$ cat src/pkg/cgs_pkg.sv
// constants for the clock generator smbus configuration block
// assumes the smbus wires are filtered in the core_clk domain before use
// Overview of operation
// - slave only, one 7-bit address plus direction
// - master may stop after any whole byte
// - address 11010, strap bit, then zero
// - write: offset, count, data bytes, all acknowledged
// - read: offset, repeated start, count, data, nack
// - per-output enable bit overrides pin when zero
// - disabled state field: low, hiz, low, high
// - spread readback bits latched from strap, read-only
// - select bit picks latched or software spread
// - software spread bits: off, 0.25, off, 0.5
// - per-output slew bit, one is fast
// - crystal output slew field powers up 01
// - wake bit keeps crystal output running powered down
// - crystal output enable bit powers up one
// - read count from byte count register, default eight
package cgs_pkg;
    localparam int        NUM_DIFF        = 6;
    // register offsets
    localparam logic [7:0] OFS_OUT_ENABLE = 8'h00;
    localparam logic [7:0] OFS_SPREAD_AMP = 8'h01;
    localparam logic [7:0] OFS_DIFF_SLEW  = 8'h02;
    localparam logic [7:0] OFS_XTAL_CTRL  = 8'h03;
    localparam logic [7:0] OFS_BYTE_COUNT = 8'h07;
    localparam logic [7:0] OFS_STOP_CTRL  = 8'h0B;
    // power-up values and writable-bit masks
    localparam logic [7:0] RST_OUT_ENABLE = 8'hDD;
    localparam logic [7:0] MSK_OUT_ENABLE = 8'hDD;
    localparam logic [5:0] RST_SPREAD_AMP = 6'h06;
    localparam logic [5:0] MSK_SPREAD_AMP = 6'h3B;
    localparam logic [7:0] RST_DIFF_SLEW  = 8'hFF;
    localparam logic [7:0] MSK_DIFF_SLEW  = 8'hDD;
    localparam logic [7:0] RST_XTAL_CTRL  = 8'h5F;
    localparam logic [7:0] MSK_XTAL_CTRL  = 8'hF0;
    localparam logic [7:0] RST_BYTE_COUNT = 8'h08;
    localparam logic [7:0] MSK_BYTE_COUNT = 8'h1F;
    localparam logic [7:0] RST_STOP_CTRL  = 8'h00;
    localparam logic [7:0] MSK_STOP_CTRL  = 8'h03;
    // field positions
    localparam int         DIFF_BIT [NUM_DIFF] = '{0, 2, 3, 4, 6, 7};
    localparam int         POS_SW_SELECT  = 5;
    localparam int         POS_SW_AMT     = 3;
    localparam int         POS_AMPLITUDE  = 0;
    localparam int         POS_XTAL_SLEW  = 6;
    localparam int         POS_XTAL_WAKE  = 5;
    localparam int         POS_XTAL_EN    = 4;
    // fixed address bits
    localparam logic [4:0] ADDR_FIXED_HI  = 5'h1A;
    localparam logic       ADDR_FIXED_LO  = 1'b0;

    typedef enum logic [6:0] {
        CGS_IDLE     = 7'h01,
        CGS_ADDR     = 7'h02,
        CGS_ADDR_ACK = 7'h04,
        CGS_RX       = 7'h08,
        CGS_RX_ACK   = 7'h10,
        CGS_TX       = 7'h20,
        CGS_TX_ACK   = 7'h40
    } cgs_state_e;
endpackage

$ cat src/logic/cgs_pin_sync.sv
// three-flop synchroniser bank for pins entering the core_clk domain
// the filtered level changes only once the second and third flops agree
`timescale 1ns/1ns
module cgs_pin_sync #(
    parameter int WIDTH = 1
) (
    // clock and reset
    input  wire logic             core_clk,
    input  wire logic             rst_n,
    // pins
    input  wire logic [WIDTH-1:0] pin_in,
    input  wire logic [WIDTH-1:0] rst_value,
    output logic      [WIDTH-1:0] level
);
    initial begin
        if (WIDTH < 1) $error("cgs_pin_sync: WIDTH must be at least 1");
    end

    logic [WIDTH-1:0] stage1;
    logic [WIDTH-1:0] stage2;
    logic [WIDTH-1:0] stage3;
    logic [1:0]       fill;

    always_ff @(posedge core_clk or negedge rst_n) begin
        if (!rst_n) begin
            stage1 <= '0;
            stage2 <= '0;
            stage3 <= '0;
            level  <= '1;
            fill   <= 2'h0;
        end else begin
            stage1 <= pin_in;
            stage2 <= stage1;
            stage3 <= stage2;
            // idle level until the chain has filled, then filtered value
            if (fill != 2'h3) begin
                fill  <= fill + 2'h1;
                level <= rst_value;
            end else begin
                for (int i = 0; i < WIDTH; i++) begin
                    if (stage2[i] == stage3[i]) begin
                        level[i] <= stage3[i];
                    end
                end
            end
        end
    end
endmodule

$ cat src/logic/cgs_smbus_regs.sv
// smbus slave and configuration bytes of a six-output clock generator
// scl, sda and the strap and enable pins arrive asynchronously
`timescale 1ns/1ns
module cgs_smbus_regs
    import cgs_pkg::*;
(
    // clock and reset
    input  wire logic                     core_clk,
    input  wire logic                     resetn,
    // smbus
    input  wire logic                     smb_scl_in,
    input  wire logic                     smb_sda_in,
    output logic                          smb_sda_out,
    output logic                          smb_sda_oe_n,
    // straps and enable pins
    input  wire logic                     address_strap_pin,
    input  wire logic [1:0]               spread_strap_level,
    input  wire logic [cgs_pkg::NUM_DIFF-1:0] diff_out_enable_pin_n,
    // controls to the analog stages
    output logic [cgs_pkg::NUM_DIFF-1:0]  diff_out_run,
    output logic [1:0]                    disabled_state_field,
    output logic [1:0]                    spread_amount,
    output logic [1:0]                    amplitude_select,
    output logic [cgs_pkg::NUM_DIFF-1:0]  diff_out_edge_fast,
    output logic [1:0]                    buffered_crystal_edge_speed,
    output logic                          buffered_crystal_powerdown_run,
    output logic                          buffered_crystal_out_enable
);
    typedef struct packed {
        cgs_state_e          state;
        logic                scl_prev;
        logic                sda_prev;
        logic                sda_drive;
        logic [7:0]          shreg;
        logic [2:0]          bit_cnt;
        logic                byte_done;
        logic                acked;
        logic                reading;
        logic [1:0]          rx_idx;
        logic [7:0]          ptr;
        logic [7:0]          remaining;
        logic                latched;
        logic [2:0]          settle;
        logic                addr_strap;
        logic [1:0]          spread_latch;
        logic [7:0]          out_enable;
        logic [5:0]          spread_amp;
        logic [7:0]          diff_slew;
        logic [7:0]          xtal_ctrl;
        logic [7:0]          byte_count;
        logic [7:0]          stop_ctrl;
        logic [NUM_DIFF-1:0] run;
        logic [1:0]          amount;
    } cgs_regs_s;

    localparam int SYNC_W = NUM_DIFF + 5;

    cgs_regs_s        r;
    cgs_regs_s        next_r;
    logic [1:0]       rst_pipe;
    logic             rst_n;
    logic [SYNC_W-1:0] pin_level;
    logic             scl;
    logic             sda;
    logic             strap_addr;
    logic [1:0]       strap_spread;
    logic [NUM_DIFF-1:0] pin_en_n;

    always_ff @(posedge core_clk or negedge resetn) begin
        if (!resetn) begin
            rst_pipe <= 2'h0;
        end else begin
            rst_pipe <= {rst_pipe[0], 1'b1};
        end
    end
    assign rst_n = rst_pipe[1];

    cgs_pin_sync #(.WIDTH(SYNC_W)) u_sync (
        .core_clk  (core_clk),
        .rst_n     (rst_n),
        .pin_in    ({smb_scl_in, smb_sda_in, address_strap_pin,
                     spread_strap_level, diff_out_enable_pin_n}),
        .rst_value ({2'h3, 3'h0, {NUM_DIFF{1'b1}}}),
        .level     (pin_level)
    );
    assign {scl, sda, strap_addr, strap_spread, pin_en_n} = pin_level;

    function automatic logic [7:0] merge(input logic [7:0] old_v,
                                         input logic [7:0] new_v,
                                         input logic [7:0] mask);
        merge = (old_v & ~mask) | (new_v & mask);
    endfunction

    function automatic logic [7:0] reg_read(input cgs_regs_s s, input logic [7:0] ofs);
        unique case (ofs)
            OFS_OUT_ENABLE: reg_read = s.out_enable;
            OFS_SPREAD_AMP: reg_read = {s.spread_latch, s.spread_amp};
            OFS_DIFF_SLEW:  reg_read = s.diff_slew;
            OFS_XTAL_CTRL:  reg_read = s.xtal_ctrl;
            OFS_BYTE_COUNT: reg_read = s.byte_count;
            OFS_STOP_CTRL:  reg_read = s.stop_ctrl;
            default:        reg_read = 8'h00;
        endcase
    endfunction

    logic scl_rise;
    logic scl_fall;
    logic start_seen;
    logic stop_seen;
    assign scl_rise   = scl & ~r.scl_prev;
    assign scl_fall   = ~scl & r.scl_prev;
    assign start_seen = scl & r.scl_prev & r.sda_prev & ~sda;
    assign stop_seen  = scl & r.scl_prev & ~r.sda_prev & sda;

    always_comb begin
        logic [7:0] tx_byte;
        tx_byte  = 8'h00;
        next_r   = r;
        next_r.scl_prev = scl;
        next_r.sda_prev = sda;

        // straps follow the filtered pins until the filter has surely settled
        if (!r.latched) begin
            next_r.settle       = r.settle + 3'h1;
            next_r.latched      = (r.settle == 3'h7);
            next_r.addr_strap   = strap_addr;
            next_r.spread_latch = strap_spread;
        end

        if (stop_seen) begin
            // early stop keeps every byte already taken
            next_r.state     = CGS_IDLE;
            next_r.sda_drive = 1'b0;
        end else if (start_seen) begin
            // repeated start keeps the offset for the read
            next_r.state     = CGS_ADDR;
            next_r.sda_drive = 1'b0;
            next_r.bit_cnt   = 3'h0;
            next_r.byte_done = 1'b0;
        end else begin
            unique case (r.state)
                CGS_IDLE: begin
                    next_r.sda_drive = 1'b0;
                end
                CGS_ADDR, CGS_RX: begin
                    if (scl_rise) begin
                        next_r.shreg     = {r.shreg[6:0], sda};
                        next_r.bit_cnt   = r.bit_cnt + 3'h1;
                        next_r.byte_done = (r.bit_cnt == 3'h7);
                    end else if (scl_fall && r.byte_done) begin
                        next_r.byte_done = 1'b0;
                        if (r.state == CGS_ADDR) begin
                            if (r.shreg[7:1] == {ADDR_FIXED_HI, r.addr_strap,
                                                 ADDR_FIXED_LO}) begin
                                next_r.sda_drive = 1'b1;
                                next_r.reading   = r.shreg[0];
                                next_r.state     = CGS_ADDR_ACK;
                            end else begin
                                next_r.state = CGS_IDLE;
                            end
                        end else begin
                            next_r.sda_drive = 1'b1;
                            next_r.state     = CGS_RX_ACK;
                            unique case (r.rx_idx)
                                2'h0: begin
                                    next_r.ptr    = r.shreg;
                                    next_r.rx_idx = 2'h1;
                                end
                                2'h1: begin
                                    next_r.remaining = r.shreg;
                                    next_r.rx_idx    = 2'h2;
                                end
                                default: begin
                                    if (r.remaining != 8'h00) begin
                                        next_r.remaining = r.remaining - 8'h01;
                                        next_r.ptr       = r.ptr + 8'h01;
                                        unique case (r.ptr)
                                            OFS_OUT_ENABLE: next_r.out_enable =
                                                merge(r.out_enable, r.shreg, MSK_OUT_ENABLE);
                                            OFS_SPREAD_AMP: next_r.spread_amp =
                                                6'(merge({2'h0, r.spread_amp}, r.shreg,
                                                         {2'h0, MSK_SPREAD_AMP}));
                                            OFS_DIFF_SLEW:  next_r.diff_slew =
                                                merge(r.diff_slew, r.shreg, MSK_DIFF_SLEW);
                                            OFS_XTAL_CTRL:  next_r.xtal_ctrl =
                                                merge(r.xtal_ctrl, r.shreg, MSK_XTAL_CTRL);
                                            OFS_BYTE_COUNT: next_r.byte_count =
                                                merge(r.byte_count, r.shreg, MSK_BYTE_COUNT);
                                            OFS_STOP_CTRL:  next_r.stop_ctrl =
                                                merge(r.stop_ctrl, r.shreg, MSK_STOP_CTRL);
                                            default: ;
                                        endcase
                                    end
                                end
                            endcase
                        end
                    end
                end
                CGS_ADDR_ACK, CGS_RX_ACK: begin
                    if (scl_fall) begin
                        next_r.bit_cnt = 3'h0;
                        if (r.state == CGS_ADDR_ACK && r.reading) begin
                            // first byte of a read is the count
                            tx_byte          = r.byte_count;
                            next_r.rx_idx    = 2'h1;
                            next_r.shreg     = tx_byte;
                            next_r.sda_drive = ~tx_byte[7];
                            next_r.state     = CGS_TX;
                        end else begin
                            if (r.state == CGS_ADDR_ACK) begin
                                next_r.rx_idx = 2'h0;
                            end
                            next_r.sda_drive = 1'b0;
                            next_r.state     = CGS_RX;
                        end
                    end
                end
                CGS_TX: begin
                    if (scl_rise) begin
                        next_r.bit_cnt   = r.bit_cnt + 3'h1;
                        next_r.byte_done = (r.bit_cnt == 3'h7);
                    end else if (scl_fall) begin
                        if (r.byte_done) begin
                            next_r.byte_done = 1'b0;
                            next_r.sda_drive = 1'b0;
                            next_r.acked     = 1'b0;
                            next_r.state     = CGS_TX_ACK;
                        end else begin
                            next_r.shreg     = {r.shreg[6:0], 1'b0};
                            next_r.sda_drive = ~r.shreg[6];
                        end
                    end
                end
                CGS_TX_ACK: begin
                    if (scl_rise) begin
                        if (sda) begin
                            next_r.state = CGS_IDLE;
                        end else begin
                            next_r.acked = 1'b1;
                        end
                    end else if (scl_fall && r.acked) begin
                        tx_byte          = reg_read(r, r.ptr);
                        next_r.ptr       = r.ptr + 8'h01;
                        next_r.shreg     = tx_byte;
                        next_r.sda_drive = ~tx_byte[7];
                        next_r.bit_cnt   = 3'h0;
                        next_r.state     = CGS_TX;
                    end
                end
            endcase
        end

        // outputs follow the pin only while the enable bit is one
        for (int i = 0; i < NUM_DIFF; i++) begin
            next_r.run[i] = r.out_enable[DIFF_BIT[i]] & ~pin_en_n[i];
        end
        // software amount applies only while the select bit is one
        next_r.amount = r.spread_amp[POS_SW_SELECT] ?
                        r.spread_amp[POS_SW_AMT +: 2] : r.spread_latch;
    end

    always_ff @(posedge core_clk or negedge rst_n) begin
        if (!rst_n) begin
            r              <= '0;
            r.state        <= CGS_IDLE;
            r.scl_prev     <= 1'b1;
            r.sda_prev     <= 1'b1;
            r.out_enable   <= RST_OUT_ENABLE;
            r.spread_amp   <= RST_SPREAD_AMP;
            r.diff_slew    <= RST_DIFF_SLEW;
            r.xtal_ctrl    <= RST_XTAL_CTRL;
            r.byte_count   <= RST_BYTE_COUNT;
            r.stop_ctrl    <= RST_STOP_CTRL;
        end else begin
            r <= next_r;
        end
    end

    assign smb_sda_out  = 1'b0;
    assign smb_sda_oe_n = ~r.sda_drive;
    assign diff_out_run = r.run;
    assign disabled_state_field = r.stop_ctrl[1:0];
    assign spread_amount    = r.amount;
    assign amplitude_select = r.spread_amp[POS_AMPLITUDE +: 2];
    always_comb begin
        for (int i = 0; i < NUM_DIFF; i++) begin
            diff_out_edge_fast[i] = r.diff_slew[DIFF_BIT[i]];
        end
    end
    assign buffered_crystal_edge_speed    = r.xtal_ctrl[POS_XTAL_SLEW +: 2];
    assign buffered_crystal_powerdown_run = r.xtal_ctrl[POS_XTAL_WAKE];
    assign buffered_crystal_out_enable    = r.xtal_ctrl[POS_XTAL_EN];
endmodule

$ cat config.mk
export PLATFORM = sky130hd
export DESIGN_NAME = cgs_smbus_regs
export DESIGN_NICKNAME = d
export VERILOG_FILES = /design/src/pkg/cgs_pkg.sv /design/src/logic/cgs_pin_sync.sv /design/src/logic/cgs_smbus_regs.sv
export SDC_FILE = /design/constraint.sdc
export NUM_CORES = 1
export LEC_CHECK = 0
export ABC_AREA = 1
export BUFFER_PORTS_ARGS = -buffer_cell sky130_fd_sc_hd__buf_2
export CAP_MARGIN = 10
export CORE_MARGIN = 3
export CORE_UTILIZATION = 66
export CTS_CLUSTER_SIZE = 40
export DETAILED_ROUTE_END_ITERATION = 8
export PLACE_DENSITY = 0.83
export SLEW_MARGIN = 20
export SYNTH_ARGS = -nofsm -noshare
export SYNTH_HDL_FRONTEND = slang
export SYNTH_SLANG_ARGS = --single-unit
$ cat constraint.sdc
create_clock -name core_clk -period 11.5 [get_ports core_clk]
set_input_delay 0.575 -clock core_clk [delete_from_list [all_inputs] [get_ports core_clk]]
set_output_delay 0.575 -clock core_clk [all_outputs]
set_load 0.05 [all_outputs]
Yosys cells after proc, flatten, opt, wreduce, memory -nomap -nowiden
Cells that the tools add are included.

Output and inout port bits: 24. Logic and storage cells: 271. Flip-flop bits (word level): 151.

Eq/ne operators: 64. $add $sub $neg: 5. Mux-type cells: 79. Bitwise logic cells: 39. Reduce and logical (&&, ||, !) cells: 44.

Operators with widths (number): two-way mux 7 bit (13); two-way mux 8 bit (9); AND reduction 9 bit (8); two-way mux 18 bit (3); case mux 8 bit (2 select lines) (3); case mux 8 bit (6 select lines) (1); case mux 11 bit (4 select lines) (1); inequality test 4 bit (second input constant) (10); two-way mux 12 bit (3); inequality test 2 bit (second input constant) (16); nonzero test 2 bit (15); case mux 7 bit (4 select lines) (1); two-way mux 1 bit (26); AND reduction 8 bit (3); two-way mux 11 bit (2); NOT 1 bit (20); two-way mux 9 bit (2); inequality test 3 bit (second input constant) (6); == test 8 x 2 -> 1 bit (second input constant) (2); two-way mux 16 bit (1); OR 6 x 8 -> 8 bit (2); AND reduction 7 bit (2); AND 1 bit (13); == test 1 bit (11); 44 further kinds (58).

Longest topological paths before layout
Depth in word-level cells: 14. Depth in mapped cells: 13. Depth with buffers taken out: 13.

Hierarchy
From an unflattened synthesis, not the netlist that was laid out.

Cells, all modules: 881. Area total of the unflattened synthesis: 7065.5 µm².

Modules (own cells, without submodules): cgs_smbus_regs (cells each 703, instances 1, seq. area each 2200.9 µm², area an instance 5270.1 µm²); cgs_pin_sync (cells each 178, instances 1, seq. area each 1164.9 µm², area an instance 1795.5 µm²).

Worst setup path after synthesis
OpenSTA, ideal clock, no wires.

Kind: reg2reg. Start: register r[95] (netlist name). End: register r, in the netlist buffered_crystal_powerdown_run. Buffers on the path: 1. Cell stages (with the launch flop): 12. Arrival: 1878 ps. Setup time: 119 ps. Data required time: 11381 ps. Clock period less this slack: 1998 ps. Path slack: 9502 ps. Path through: dfstp_2 > ha_1 > nand2_1 > nor2_2 > inv_2 > nor2_4 > inv_2 > nor3_4 > buf_6 > nand3_4 > nand2_1 > nand2_1.

Cells in the longest elaborated chain, start to end: 5. Elaborated cells on any way between the ends: 13. Classes of those cells: bitwise: 11; reduce/logical: 2.

RTL lines: start: declaration (RTL line cgs_smbus_regs.sv:58) `cgs_regs_s r;`; start signal: assignment (RTL line cgs_smbus_regs.sv:275) `r <= next_r;`; AND 1 bit (RTL line cgs_smbus_regs.sv:112, cgs_smbus_regs.sv:113); AND 1 bit (on tied branches) (2 in series) (RTL line cgs_smbus_regs.sv:113, cgs_smbus_regs.sv:112); NOT 1 bit (no source line); AND reduction 9 bit (no source line) (*).

Mark *: on every way between the ends. The rest lies on a longest branch, timed or not. A chain may end at the register's enable or synchronous reset.

Final worst setup path
Start: register r[99] (netlist name). End: register r[86] (netlist name).

Cells in the longest elaborated chain, start to end: 4. Elaborated cells on any way between the ends: 20. Classes of those cells: eq/ne: 14; mux: 1; reduce/logical: 5.

RTL lines: == test 7 x 2 -> 1 bit (tied with other cells) (RTL line cgs_smbus_regs.sv:141) `unique case (r.state)`; OR reduction 2 bit / logical AND 1 bit (equally long branches) (RTL line cgs_smbus_regs.sv:141, cgs_smbus_regs.sv:202); nonzero test 4 bit (no source line) / inequality test 2 bit (equally long branches); AND reduction 11 bit (no source line).

Several ways; a longest one is shown, not always the timed one.

==> results.sh <==
export IMPL_antenna_found_initial=0
export IMPL_io_buffers=35
export IMPL_clk_path_buf_depth=2
export IMPL_min_from="smb_sda_in"
export IMPL_grt_pass1_vias=5607
export IMPL_ys_warn_count=0
export IMPL_finalSetupViolCount=0
export IMPL_synth_edf_count=0
export IMPL_r2r_start="r[99]$_DFFE_PN0P_"
export IMPL_worst_path_buf_inv=1
export IMPL_min_path_type="in2reg"
export IMPL_netlist_area_sq_um=6770
export IMPL_min_period_over_period_pct=23.8
export IMPL_fin_cells=1000
export IMPL_power_density_nw_per_um2=208
export IMPL_grt_pass1_wl_mm=27.3
export IMPL_drive_gt1_share_pct=16.1
export IMPL_cts_tree="done"
export IMPL_r2r_end="r[86]$_DFFE_PN0P_"
export IMPL_synth_fp_nets=867
export IMPL_worstPathArrival_ns=3.16
export IMPL_path_clk_slew_ns=0.06
export IMPL_syn_to_final_growth_pct=10.8
export IMPL_clock_fmax_ghz=0.365
export IMPL_clkSinkCount=133
export IMPL_setup_tns_ns=0
export IMPL_drc=0
export IMPL_routed_via_density=5.79
export IMPL_p_leak_nw=3.78
export IMPL_track_usage_pct=30.5
export IMPL_multiInputGateArea_sq_um=2850
export IMPL_die_h_microns=107
export IMPL_path_cells="nor2_1 -> nand2_1 -> nor2_2 -> o21ai_0 -> nand2_1 -> nor2_1 -> nand2_1 -> inv_1 -> nor2_1 -> nor2_1"
export IMPL_synth_cells=841
export IMPL_placementRows=36
export IMPL_antennaDiodeCount=0
export IMPL_place_inst=967
export IMPL_antenna_left=0
export IMPL_rr_worst_depth=10
export IMPL_numCtsBuffers=17
export IMPL_cpLargestDelayFamily="simple AND/OR/NAND/NOR gates"
export IMPL_fillers=674
export IMPL_ios=37
export IMPL_worstSetupPathType="reg2reg"
export IMPL_cpMostUsedCell="nor2_1"
export IMPL_min_to="u_sync.stage1[9]$_DFF_PN0_"
export IMPL_dieArea_sq_um=11500
export IMPL_hold_viol_final=0
export IMPL_start_util_pct=68.6
export IMPL_cpPeakStageDelay_ns=0.57
export IMPL_drtPass1Iterations=6
export IMPL_r2r_setup_slack_ns=8.76
export IMPL_slew_violations=0
export IMPL_fin_util_pct=76.0
export IMPL_start_kind="register"
export IMPL_cts_repair_resized=0
export IMPL_wl_per_cell_microns=16.6
export IMPL_worstMarginPinSlew_ns=1.02
export IMPL_rsz0062_at_grt="no"
export IMPL_gp_congestion=0.957
export IMPL_mostFrequentLayoutCells="nand2_1 (261), dfrtp_1 (102), nor2_1 (101)"
export IMPL_core_sq_um=9860
export IMPL_hpwl_mm=10.8
export IMPL_ys_types=37
export IMPL_cap_violations=0
export IMPL_mostFrequentLayoutCell="nand2_1"
export IMPL_grt_overflow_total=0
export IMPL_worstHoldPathCells=1
export IMPL_ys_ff_latch=133
export IMPL_cp_slowest_cell="nor2_2"
export IMPL_syn_area_per_cell_sq_um=8.05
export IMPL_skew_ns=0.00496
export IMPL_drtIter0Drc=677
export IMPL_async_flop_share_pct=100
export IMPL_nets=880
export IMPL_root_buffer="clkbuf_8"
export IMPL_period_needed_ns=2.74
export IMPL_grt_max_degree=83
export IMPL_finalWirelength_mm=16.6
export IMPL_crit_path_max_fanout=16
export IMPL_cts_setup_buffers=0
export IMPL_synth_ff_type="dfrtp_1"
export IMPL_clk_latency_ns=0.53
export IMPL_max_slew_margin_pct=31.7
export IMPL_peakVddDrop_v=0.000178
export IMPL_worst_setup_path_end_kind="register"
export IMPL_die_x_microns=107
export IMPL_run_status="completed"
export IMPL_yosysSeqAreaShare_pct=49.7
export IMPL_crit_required_ns=11.92
export IMPL_vias=5789
export IMPL_cts_htree_levels=4
export IMPL_ff_latch_area_sq_um=3370
==> synthesized netlist by cell type (9+ instances only) <==
cell | count | area share (%)
nand4_1 | 36 | 3.3
dfrtp_1 | 103 | 38
buf_2 | 10 | 0.74
inv_1 | 62 | 3.4
clkbuf_1 | 10 | 0.55
a21oi_1 | 18 | 1.3
ha_1 | 13 | 2.4
nand2_1 | 261 | 14
nand3_1 | 53 | 3.9
dfstp_2 | 30 | 12
inv_2 | 9 | 0.50
nor2_1 | 101 | 5.6
o21ai_0 | 47 | 3.5
buf_4 | 21 | 2.3
==> per-stage QoR <==
stage / power [mW] / worst slack [ns] / hold slack, ns / cell area [sq um]
after floorplan: 0.870 / 7.57 / 0.279 / 6770
final: 1.56 / 8.76 / 0.143 / 7500
after global routing: 1.64 / 8.53 / 0.119 / 7500
after detailed placement: 0.968 / 8.84 / 0.335 / 6860
after global placement: 0.955 / 8.74 / 0.332 / 6840
after CTS: 1.55 / 8.82 / 0.129 / 7500
==> cell type report <==
class,count,share of cell area [%]
flip-flops and latches,133,44.9
repair buffers,38,2.77
inverters,73,3.69
clock inverters,10,2.27
well taps,133,2.22
multi-input cells,591,38.0
clock buffers,22,6.17
==> worst max-delay path by stage <==
stage	startpoint	end	slack (ns)	depth (start not counted)
6_report	r[99]$_DFFE_PN0P_	r[86]$_DFFE_PN0P_	8.76	10
5_1_grt	r[99]$_DFFE_PN0P_	r[90]$_DFFE_PN0P_	8.53	10
4_1_cts	r[99]$_DFFE_PN0P_	r[86]$_DFFE_PN0P_	8.82	10
3_5_place_dp	r[99]$_DFFE_PN0P_	r[92]$_DFFE_PN0P_	8.84	10
3_3_place_gp	r[95]$_DFF_PN1_	r[48]$_DFFE_PN1P_	8.74	10
2_1_floorplan	rst_pipe[1]$_DFF_PN0_	amplitude_select[0]$_DFFE_PN0P_	7.57	0
==> sequential cells by signal (all words and copies together) (netlist names) <==
name                            flops
u_sync.fill                         2
u_sync.stage3                      11
r                                  63
buffered_crystal_powerdown_run      1
disabled_state_field                2
buffered_crystal_out_enable         1
buffered_crystal_edge_speed         2
u_sync.stage1                      11
u_sync.level                       11
spread_amount                       2
rst_pipe                            2
u_sync.stage2                      11
amplitude_select                    2
diff_out_edge_fast                  6
diff_out_run                        6
==> layer usage <==
| metal | global-route usage [%] | wire (microns) | vias to the layer above |
|---|---|---|---|
| met5 | 0 | 0 | - |
| met4 | 8.77 | 347 | 0 |
| met3 | 8.52 | 1300 | 47 |
| met2 | 49.9 | 8100 | 267 |
| met1 | 40.0 | 6850 | 2764 |
| li1 | - | - | 2711 |
==> logic make-up after synthesis <==
family	Yosys count	share of synthesized area [%]
flip-flops	133	49.7
buffers and inverters	117	8.21
multiplexers	8	1.31
other	2	0.111
AO/OA/AOI/OAI	79	6.14
AND/OR/NAND/NOR	480	30.9
adder cells (fa/ha/maj)	13	2.40
XOR/XNOR	9	1.16
==> report_power, final <==
part           internal, mW  leakage [nW]  switching [mW]
clock                 0.371         0.302           0.205
sequential            0.521          1.61          0.0776
combinational         0.111          1.87           0.272
total                  1.00          3.78           0.554
==> what timing repair did <==
| item | in CTS | in global routing |
|---|---|---|
| endpoints found under the setup margin | 0 | 0 |
| hold buffers | 1 | 0 |
| hold endpoints to repair | 2 | 0 |
Note: power is estimated with default switching activity, not from simulation.
